[config.mk]
export PLATFORM = sky130hd
export DESIGN_NAME = cpu_data_memory_port
export DESIGN_NICKNAME = d
export VERILOG_FILES = /design/src/common/dmem_port_pkg.sv /design/src/hw/burst_tracker.sv /design/src/hw/cpu_data_memory_port.sv /design/src/hw/req_fifo.sv
export SDC_FILE = /design/constraint.sdc
export NUM_CORES = 2
export LEC_CHECK = 0
export ABC_AREA = 0
export BUFFER_PORTS_ARGS = -buffer_cell sky130_fd_sc_hd__buf_2
export CORE_MARGIN = 8
export CORE_UTILIZATION = 26
export CTS_BUF_LIST = sky130_fd_sc_hd__clkbuf_8
export DETAILED_ROUTE_END_ITERATION = 16
export PLACE_DENSITY_LB_ADDON = 0.1
export SLEW_MARGIN = 0
export SYNTH_ARGS = -nofsm -noshare
export SYNTH_HDL_FRONTEND = slang
export SYNTH_HIERARCHICAL = 1
export SYNTH_SLANG_ARGS = --single-unit
[constraint.sdc]
create_clock -name clk_i -period 13.54 [get_ports clk_i]
set_clock_uncertainty 0.1 [all_clocks]
set_input_delay 0.677 -clock clk_i [delete_from_list [all_inputs] [get_ports clk_i]]
set_output_delay 0.677 -clock clk_i [all_outputs]
set_load 0.02 [all_outputs]
[src/common/dmem_port_pkg.sv]
// shared types and constants for the data-side memory port
// Notes on behaviour
// - request low exactly when next cycle accesses
// - direction low read, high write
// - size 10 word, 01 half, 00 byte
// - sequential high when continuing previous access
// - lookahead high when another sequential follows
// - lock high marks indivisible access sequence
// - speculative hint low announces possible need
// - hint never together with data request
// - privilege low user, high supervisor
// - five-bit mode valid with address
// - kill cancels request of previous cycle
// - four-bit burst length of transfer
// - watchpoint at request end halts core
// - core drives write data on writes
// - byte address on 32-bit address bus
// - outputs change, inputs sampled, rising edge
package dmem_port_pkg;

  localparam int ADDR_W = 32;
  localparam int DATA_W = 32;
  localparam int MODE_W = 5;
  localparam int BURST_W = 4;
  localparam int FIFO_DEPTH = 32;

  localparam logic [1:0] SIZE_BYTE = 2'h0;
  localparam logic [1:0] SIZE_HALF = 2'h1;
  localparam logic [1:0] SIZE_WORD = 2'h2;
  localparam logic [1:0] SIZE_RSVD = 2'h3;

  localparam logic DIR_READ = 1'b0;
  localparam logic DIR_WRITE = 1'b1;
  localparam logic PRIV_USER = 1'b0;

  localparam logic [ADDR_W-1:0] ADDR_RESET = 32'h0000_0000;
  localparam logic [DATA_W-1:0] DATA_RESET = 32'h0000_0000;
  localparam logic [MODE_W-1:0] MODE_RESET = 5'h13;
  localparam logic [BURST_W-1:0] BURST_RESET = 4'h0;

  // one queued access from the load/store unit
  typedef struct packed {
    logic [ADDR_W-1:0] addr;
    logic [DATA_W-1:0] wdata;
    logic [1:0] size;
    logic write;
    logic lock;
    logic priv;
    logic [MODE_W-1:0] mode;
    logic spec;
    logic [BURST_W-1:0] burst;
  } req_t;

  // completion of one access back to the load/store unit
  typedef struct packed {
    logic [DATA_W-1:0] rdata;
    logic fault;
    logic write;
  } resp_t;

  localparam int REQ_W = $bits(req_t);

endpackage

[src/hw/burst_tracker.sv]
// counts beats within a burst to derive sequential and lookahead flags
`timescale 1ns/1ns
module burst_tracker #(
  parameter int BW = 4
) (
  input wire logic clk_i,
  input wire logic reset_n_i,
  input wire logic en_i,
  input wire logic issue_i,
  input wire logic [BW-1:0] burst_i,
  output logic next_seq_o,
  output logic next_more_o
);
  logic [BW-1:0] beats_left;
  logic [BW-1:0] next_left;

  always_comb begin
    next_seq_o = (beats_left != '0);
    if (next_seq_o) begin
      next_left = beats_left - 1'b1;
    end else if (burst_i == '0) begin
      next_left = '0;
    end else begin
      next_left = burst_i - 1'b1;
    end
    next_more_o = (next_left != '0);
  end

  // a zero length is taken as a single beat
  always_ff @(posedge clk_i or negedge reset_n_i) begin
    if (!reset_n_i) begin
      beats_left <= '0;
    end else if (en_i && issue_i) begin
      beats_left <= next_left;
    end
  end

endmodule

[src/hw/cpu_data_memory_port.sv]
// data-side memory port: queues accesses and drives the memory pins
`timescale 1ns/1ns
module cpu_data_memory_port (
  input wire logic clk_i,
  input wire logic reset_n_i,
  input wire logic wait_state_enable_i,
  input wire logic req_valid_i,
  input wire dmem_port_pkg::req_t req_i,
  output logic req_ready_o,
  input wire logic cancel_i,
  input wire logic debug_resume_i,
  output logic resp_valid_o,
  output dmem_port_pkg::resp_t resp_o,
  output logic debug_halt_o,
  output logic [dmem_port_pkg::ADDR_W-1:0] data_addr_bus_o,
  output logic data_req_n_o,
  output logic read_write_dir_o,
  output logic [1:0] access_size_o,
  output logic sequential_access_o,
  output logic more_sequential_follows_o,
  output logic access_locked_o,
  output logic speculative_hint_n_o,
  output logic privilege_level_o,
  output logic [dmem_port_pkg::MODE_W-1:0] data_proc_mode_o,
  output logic cancel_prev_request_o,
  output logic [dmem_port_pkg::BURST_W-1:0] burst_length_o,
  output logic [dmem_port_pkg::DATA_W-1:0] write_data_o,
  input wire logic [dmem_port_pkg::DATA_W-1:0] read_data_i,
  input wire logic data_access_fault_i,
  input wire logic debug_watch_halt_i
);
  import dmem_port_pkg::*;

  logic en;
  logic head_valid;
  logic [REQ_W-1:0] head_bits;
  req_t head;
  logic issue;
  logic issue_real;
  logic next_seq;
  logic next_more;
  logic [1:0] next_size;
  // access announced at the end of the current cycle
  logic annc_valid;
  logic annc_write;
  logic [DATA_W-1:0] annc_wdata;
  // access taking place in the current cycle
  logic acc_valid;
  logic acc_write;
  logic acc_killed;

  // all state holds still while the wait-state enable is low
  assign en = wait_state_enable_i;
  assign head = req_t'(head_bits);
  // nothing new is offered to memory while halted for debug
  assign issue = head_valid && !debug_halt_o;
  assign issue_real = issue && !head.spec;

  req_fifo #(
    .WIDTH(REQ_W),
    .DEPTH(FIFO_DEPTH)
  ) u_fifo (
    .clk_i(clk_i),
    .reset_n_i(reset_n_i),
    .en_i(en),
    .in_valid_i(req_valid_i),
    .in_data_i(REQ_W'(req_i)),
    .in_ready_o(req_ready_o),
    .out_valid_o(head_valid),
    .out_data_o(head_bits),
    .out_ready_i(issue)
  );

  burst_tracker #(
    .BW(BURST_W)
  ) u_burst (
    .clk_i(clk_i),
    .reset_n_i(reset_n_i),
    .en_i(en),
    .issue_i(issue_real),
    .burst_i(head.burst),
    .next_seq_o(next_seq),
    .next_more_o(next_more)
  );

  // the reserved size code is never put on the pins; it degrades to a word
  always_comb begin
    next_size = head.size;
    if (head.size == SIZE_RSVD) begin
      next_size = SIZE_WORD;
    end
  end

  // request and hint are mutually exclusive by construction
  always_ff @(posedge clk_i or negedge reset_n_i) begin
    if (!reset_n_i) begin
      data_req_n_o <= 1'b1;
      speculative_hint_n_o <= 1'b1;
    end else if (en) begin
      data_req_n_o <= !issue_real;
      speculative_hint_n_o <= !(issue && head.spec);
    end
  end

  // address and qualifiers change only when something is issued
  always_ff @(posedge clk_i or negedge reset_n_i) begin
    if (!reset_n_i) begin
      data_addr_bus_o <= ADDR_RESET;
      read_write_dir_o <= DIR_READ;
      access_size_o <= SIZE_WORD;
      privilege_level_o <= PRIV_USER;
      data_proc_mode_o <= MODE_RESET;
      burst_length_o <= BURST_RESET;
    end else if (en && issue) begin
      data_addr_bus_o <= head.addr;
      read_write_dir_o <= head.write;
      access_size_o <= next_size;
      privilege_level_o <= head.priv;
      data_proc_mode_o <= head.mode;
      burst_length_o <= head.burst;
    end
  end

  // sequence flags fall back low on idle cycles
  always_ff @(posedge clk_i or negedge reset_n_i) begin
    if (!reset_n_i) begin
      sequential_access_o <= 1'b0;
      more_sequential_follows_o <= 1'b0;
    end else if (en) begin
      sequential_access_o <= issue_real && next_seq;
      more_sequential_follows_o <= issue_real && next_more;
    end
  end

  // lock holds over idle gaps so a locked pair cannot be split; the
  // entry that ends the sequence carries lock low and releases it
  always_ff @(posedge clk_i or negedge reset_n_i) begin
    if (!reset_n_i) begin
      access_locked_o <= 1'b0;
    end else if (en && issue_real) begin
      access_locked_o <= head.lock;
    end
  end

  // announce stage: what the pins promise for the next cycle
  always_ff @(posedge clk_i or negedge reset_n_i) begin
    if (!reset_n_i) begin
      annc_valid <= 1'b0;
      annc_write <= DIR_READ;
      annc_wdata <= DATA_RESET;
    end else if (en) begin
      annc_valid <= issue_real;
      if (issue_real) begin
        annc_write <= head.write;
        annc_wdata <= head.wdata;
      end
    end
  end

  // access stage: the cycle after the announcement
  always_ff @(posedge clk_i or negedge reset_n_i) begin
    if (!reset_n_i) begin
      acc_valid <= 1'b0;
      acc_write <= DIR_READ;
      acc_killed <= 1'b0;
      cancel_prev_request_o <= 1'b0;
    end else if (en) begin
      acc_valid <= annc_valid;
      acc_write <= annc_write;
      acc_killed <= annc_valid && cancel_i;
      cancel_prev_request_o <= annc_valid && cancel_i;
    end
  end

  // store data stands through the write cycle and holds afterwards
  always_ff @(posedge clk_i or negedge reset_n_i) begin
    if (!reset_n_i) begin
      write_data_o <= DATA_RESET;
    end else if (en && annc_valid && annc_write) begin
      write_data_o <= annc_wdata;
    end
  end

  // memory inputs are same-clock logic, sampled at the end of the access
  always_ff @(posedge clk_i or negedge reset_n_i) begin
    if (!reset_n_i) begin
      resp_valid_o <= 1'b0;
      resp_o <= '0;
    end else if (en) begin
      resp_valid_o <= acc_valid && !acc_killed;
      if (acc_valid && !acc_killed) begin
        resp_o.write <= acc_write;
        resp_o.fault <= data_access_fault_i;
        resp_o.rdata <= acc_write ? DATA_RESET : read_data_i;
      end
    end
  end

  // watch sampled at the end of the request cycle; a new hit beats resume
  always_ff @(posedge clk_i or negedge reset_n_i) begin
    if (!reset_n_i) begin
      debug_halt_o <= 1'b0;
    end else if (en) begin
      if (annc_valid && debug_watch_halt_i) begin
        debug_halt_o <= 1'b1;
      end else if (debug_resume_i) begin
        debug_halt_o <= 1'b0;
      end
    end
  end

endmodule

[src/hw/req_fifo.sv]
// request queue with registered head word and honest full flag
`timescale 1ns/1ns
module req_fifo #(
  parameter int WIDTH = 8,
  parameter int DEPTH = 32
) (
  input wire logic clk_i,
  input wire logic reset_n_i,
  input wire logic en_i,
  input wire logic in_valid_i,
  input wire logic [WIDTH-1:0] in_data_i,
  output logic in_ready_o,
  output logic out_valid_o,
  output logic [WIDTH-1:0] out_data_o,
  input wire logic out_ready_i
);
  localparam int PTR_W = $clog2(DEPTH);
  localparam int CNT_W = $clog2(DEPTH + 1);
  localparam logic [CNT_W-1:0] CNT_FULL = CNT_W'(DEPTH);
  localparam logic [PTR_W-1:0] PTR_LAST = PTR_W'(DEPTH - 1);

  logic [WIDTH-1:0] mem [DEPTH];
  logic [PTR_W-1:0] wr_ptr;
  logic [PTR_W-1:0] rd_ptr;
  logic [CNT_W-1:0] count;
  logic [CNT_W-1:0] next_count;
  logic push;
  logic load;

  assign push = en_i && in_valid_i && in_ready_o;
  // the head register refills whenever it is empty or being taken
  assign load = en_i && (count != '0) && (!out_valid_o || out_ready_i);

  always_comb begin
    next_count = count;
    if (push && !load) begin
      next_count = count + 1'b1;
    end else if (load && !push) begin
      next_count = count - 1'b1;
    end
  end

  always_ff @(posedge clk_i) begin
    if (push) begin
      mem[wr_ptr] <= in_data_i;
    end
  end

  always_ff @(posedge clk_i or negedge reset_n_i) begin
    if (!reset_n_i) begin
      wr_ptr <= '0;
      rd_ptr <= '0;
      count <= '0;
      in_ready_o <= 1'b0;
    end else if (en_i) begin
      if (push) begin
        wr_ptr <= (wr_ptr == PTR_LAST) ? '0 : wr_ptr + 1'b1;
      end
      if (load) begin
        rd_ptr <= (rd_ptr == PTR_LAST) ? '0 : rd_ptr + 1'b1;
      end
      count <= next_count;
      in_ready_o <= (next_count != CNT_FULL);
    end
  end

  always_ff @(posedge clk_i or negedge reset_n_i) begin
    if (!reset_n_i) begin
      out_valid_o <= 1'b0;
      out_data_o <= '0;
    end else if (en_i) begin
      if (load) begin
        out_valid_o <= 1'b1;
        out_data_o <= mem[rd_ptr];
      end else if (out_ready_i) begin
        out_valid_o <= 1'b0;
      end
    end
  end

endmodule
-- Yosys cells after proc, flatten, opt, wreduce, memory -nomap -nowiden
Memories as Yosys holds them, arrays and structs flattened. A register that Yosys moved wholly into a read port is not among the register bits.
Cells that the tools add are included.
- register bits after elaboration: 177
- bits in writable memories: 2528
- input port bits: 119
- logic and storage cells: 94
- memories: 1
- add/sub/neg operators: 6
- equality and inequality tests: 4
- multiplexer cells: 14
- reduce and logical (&&, ||, !) cells: 40
- memory list (memory ; words ; width ; read ports ; clocked after memory_dff ; wr ports ; RTL line ; RTL):
    u_fifo.mem ; 32 ; 79 ; 1 ; 1 ; 1 ; req_fifo.sv:22 ; logic [WIDTH-1:0] mem [DEPTH];
- operator list (cell ; count):
    2-to-1 mux 32 bit ; 1
    logical AND 1 bit ; 18
    2-to-1 mux 6 bit ; 2
    AND reduction 2 bit ; 6
    adder 5 x 1 -> 5 bit, second input constant ; 2
    equality test 5 bit, second input constant ; 2
    2-to-1 mux 5 bit ; 2
    zero test 1 bit ; 9
    2-to-1 mux 4 bit ; 2
    nonzero test 4 bit ; 2
    subtractor 4 x 1 -> 4 bit, second input constant ; 2
    adder 6 x 1 -> 6 bit, second input constant ; 1
    2-to-1 mux 1 bit ; 6
    inequality test 6 bit, second input constant ; 1
    nonzero test 6 bit ; 1
    subtractor 6 x 1 -> 6 bit, second input constant ; 1
    zero test 4 bit ; 1
    nonzero test 2 bit ; 2
    equality test 2 bit, second input constant ; 1
    2-to-1 mux 2 bit ; 1
    logical OR 1 bit ; 1

-- Logic depth before layout (Yosys ltp)
- depth in word-level cells: 8
- depth in mapped cells: 10
- depth with buffers taken out: 8

-- By module
Netlist, hierarchy kept.
- by module, submodules not included (module ; times used ; cells an instance ; area an instance (um2)):
    req_fifo ; 1 ; 4392 ; 99573.0
    cpu_data_memory_port ; 1 ; 379 ; 6326.1
    burst_tracker ; 1 ; 37 ; 282.8

-- Worst setup path after synthesis
No wires, ideal clock.
- path kind: in2reg
- start point: input port wait_state_enable_i
- end point: memory u_fifo/mem[15][0] in the netlist's numbering, enable pin
- library setup time: 517 ps
- arrival: 4668 ps
- data required time: 12923 ps
- path slack: 8255 ps
- stages: 5
- path buffers: 2
- cells stage by stage: buf_2 > and3_1 > buf_2 > nand2_1 > nor2_1
- cells in the longest elaborated chain, start to end: 4
- ends and longest elaborated chain (item ; RTL line ; RTL):
    start: declaration ; cpu_data_memory_port.sv:6 ; input wire logic wait_state_enable_i,
    logical AND 1 bit (2 in series) ; req_fifo.sv:30 ; assign push = en_i && in_valid_i && in_ready_o;
    2-to-1 mux 1 bit ; req_fifo.sv:44 ; if (push) begin
    2-to-1 mux 1 bit (not written as such) ; req_fifo.sv:45 ; mem[wr_ptr] <= in_data_i;
    end: declaration ; req_fifo.sv:22 ;
No other way between the ends.

==> results.py <==
metrics = {
    "status": {
        "outcome": "complete, no violations",
    },
    "logic_synthesis": {
        "synth_top_cell_by_area": "edfxtp_1",
        "async_flop_share_pct": 9.20,
        "synth-main-ff-cell": "edfxtp_1",
        "ys_types": 53,
        "synth_commonest_cells": "edfxtp_1 (2528), mux4_2 (654), dfrtp_1 (250)",
        "post-synth-top-count-cell": "edfxtp_1",
        "syn_area_sq_um": 106000,
        "synth-edff-count": 2528,
        "netlist_instances": 4808,
        "synthesis.nets": 4938,
        "yosys_warnings": 6,
        "synth_top_area_share_pct": 71.5,
        "seq_area_frac_synth_pct": 77.5,
        "synth-seq-cells": 2784,
        "synth_area_leaders": "edfxtp_1 (71%), mux4_2 (14%), dfrtp_1 (5.9%)",
        "synth_area_per_cell_sq_um": 22.1,
    },
    "power_and_ir_drop": {
        "ir_worst_vdd_mv": 0.135,
        "power_density_nw_per_um2": 197,
        "p_total_mw": 24.6,
        "leakagePower_nw": 40.7,
    },
    "setup_path": {
        "cp-start-kind": "register",
        "cp_common_cell": "buf_4",
        "crit_chain": "buf_4 -> buf_4 -> buf_4 -> mux4_2 -> nor2b_1 -> a211oi_1 -> a21oi_1 -> a21oi_1 -> o21ai_1",
        "crit_arrival_ns": 5.76,
        "required_ns": 14.40,
        "critical_path.max_stage_delay_ns": 0.86,
        "cp-end-kind": "register",
        "critical_path_class": "reg -> reg",
        "crit_fanout": 44,
        "cp_slowest_cell": "buf_4",
    },
    "clock_network": {
        "cts-htree-levels": 6,
        "clkTransAtPathRegs_ns": 0.05,
        "numClockSinks": 2784,
        "cts-buffers-inserted": 524,
        "clkLatencyLatePin_ns": 1.15,
        "cts_tree": "yes",
        "cts_resized": 0,
        "clock_path_buffers": 4,
        "ctsRootBufferMaster": "clkbuf_8",
    },
    "sta": {
        "fmax_ghz": 0.204,
        "finalHoldViolations": 0,
        "post-route-worst-setup-slack_ns": 8.64,
        "fin_tns_setup_ns": 0,
        "grt_setup_unrepaired": "false",
        "slew_headroom_pct": 18.1,
        "finalMaxSlewViolations": 0,
        "worstMarginPinSlew_ns": 1.23,
        "min_period_over_period_pct": 36.2,
        "period_minus_slack_ns": 4.90,
        "whs_ns": 0.192,
        "setup_viol": 0,
    },
    "cells_and_area": {
        "fin_area_sq_um": 125000,
        "nNetsFinal": 5668,
        "instances_no_fill": 11400,
        "area_delta_synth_final_pct": 17.7,
        "drive_above_1_share_pct": 31.2,
        "fin_util_pct": 30.7,
    },
    "place": {
        "port_buffers": 238,
        "gp_congestion": 0.669,
        "placed_cell_area_sq_um": 114000,
        "dp_slack_ns": 8.44,
        "hpwlAfterDp_um": 163000,
        "placedCellCount": 10300,
    },
    "routing": {
        "wl_per_cell_um": 29.2,
        "drc": 0,
        "first_pass_iters": 7,
        "vias": 52200,
        "viasPerCell": 4.59,
        "postRouteAntennaNets": 0,
        "drt_iter0_markers": 3729,
        "wl_um": 332000,
    },
    "floorplan": {
        "ios": 239,
        "die_area_sq_um": 429000,
        "rows": 234,
        "coreArea_sq_um": 406000,
        "start_util_pct": 26.1,
        "die_h_um": 655,
        "die_w_um": 655,
    },
    "global_route": {
        "grt_use_total_pct": 15.1,
        "grt_pass1_vias": 56100,
        "grt_overflow": 0,
        "grt_max_degree": 122,
        "grt_pass1_wl_um": 459000,
        "antenna_found_initial": 38,
    },
    "job": {
        "cap_violations": 0,
    },
    "min_path": {
        "hp-class": "in -> reg",
    },
}
## sequential cells by signal, summed over array words and instances, names as in the netlist, 2 cells and up
register and cells:
u_fifo/mem 2528, u_fifo/out_data_o 79, resp_o 34, annc_wdata 32
data_addr_bus_o 32, write_data_o 32, u_fifo/count 6, data_proc_mode_o 5
u_fifo/rd_ptr 5, u_fifo/wr_ptr 5, burst_length_o 4, u_burst/beats_left 4
access_size_o 2
## timing repair
item,4_1_cts,5_1_grt
hold buffers,120,0
buffers inserted,0,0
hold endpoints to repair,2644,0
setup endpoints to repair,0,0
## where the power goes
group	leakage [nW]	switching, mW	total [mW]	internal, mW
registers	25.9	0.477	10.4	9.93
clock network	5.66	3.68	7.56	3.88
logic	9.09	3.73	6.58	2.85
## final cells by class
| class | count | area, sq um |
|---|---|---|
| fill | 39500 | 281000 |
| sequential | 2784 | 82300 |
| multi-input combinational | 1734 | 22700 |
| clock buffer | 543 | 7470 |
| tap | 5428 | 6790 |
| timing repair buffer | 484 | 3570 |
| clock inverter | 386 | 2060 |
| inverter | 10 | 37.5 |
| antenna | 12 | 30.0 |
## routing by layer
metal	GRT usage, %	wire [um]	vias to the layer above
li1	-	-	21700
met2	24.8	158000	1270
met4	3.58	7740	10
met3	2.66	14500	546
met1	21.0	152000	28700
met5	0	64	-
## worst max-delay path, delay by kind of cell (launching register included)
| family | cells | cell delay, ns |
|---|---|---|
| buffers and inverters | 3 | 2.40 |
| DFF | 1 | 0.69 |
| AOI/OAI and AO/OA | 4 | 0.63 |
| muxes | 1 | 0.60 |
| and+or+nand+nor | 1 | 0.15 |
## logic make-up (layout without fill, tap and decap cells)
logic type	count (synthesis)	count (layout)	share of synthesized area, %
AO/OA/AOI/OAI	529	529	3.04
XOR/XNOR	6	6	0.0495
buffers and inverters	290	1423	1.40
multiplexers	884	884	16.4
AND/OR/NAND/NOR	304	304	1.44
flip-flops	2784	2784	77.5
adder cells (fa/ha/maj)	11	11	0.130
other	0	12	0
## cell usage in the layout, fill, tap and decap left out, types with 4 or more instances in the layout
cell type,instances
o21ai_0,63
mux2i_1,81
clkinv_8,8
nand3_1,7
nand2_1,113
clkinv_2,25
mux2_4,57
nor2_4,33
diode_2,12
inv_12,6
mux4_2,654
a22oi_1,136
edfxtp_1,2528
o21ai_1,33
buf_4,110
nor2b_1,102
nor3_1,7
inv_8,11
nor2_1,12
inv_1,237
a21oi_1,207
buf_12,16
clkbuf_8,543
buf_2,237
dfstp_2,6
inv_6,16
dfrtp_1,245
dfrtp_4,5
bufinv_16,7
clkinv_1,71
a211oi_1,69
ha_1,11
clkinvlp_4,15
mux2_2,92
dlygate4sd3_1,119
or3_1,6
nand3b_1,4
## final timing paths
path	end	cells past startpoint	slack, ns	start
worst max-delay path	u_fifo/out_data_o[33]$_DFFE_PN0P_	9	8.64	u_fifo/rd_ptr[0]$_DFFE_PN0P_
worst min-delay path	resp_o[1]$_DFFE_PN0P_	3	0.19	data_access_fault_i
worst max register to register	u_fifo/out_data_o[33]$_DFFE_PN0P_	9	8.64	u_fifo/rd_ptr[0]$_DFFE_PN0P_
worst min register to register	annc_wdata[24]$_DFFE_PN0P_	1	0.38	u_fifo/out_data_o[39]$_DFFE_PN0P_
max in group asynchronous	data_addr_bus_o[27]$_DFFE_PN0P_	5	11.21	reset_n_i
min in group asynchronous	resp_o[11]$_DFFE_PN0P_	4	0.63	reset_n_i
No activity file was read; power rests on OpenSTA's default activity.
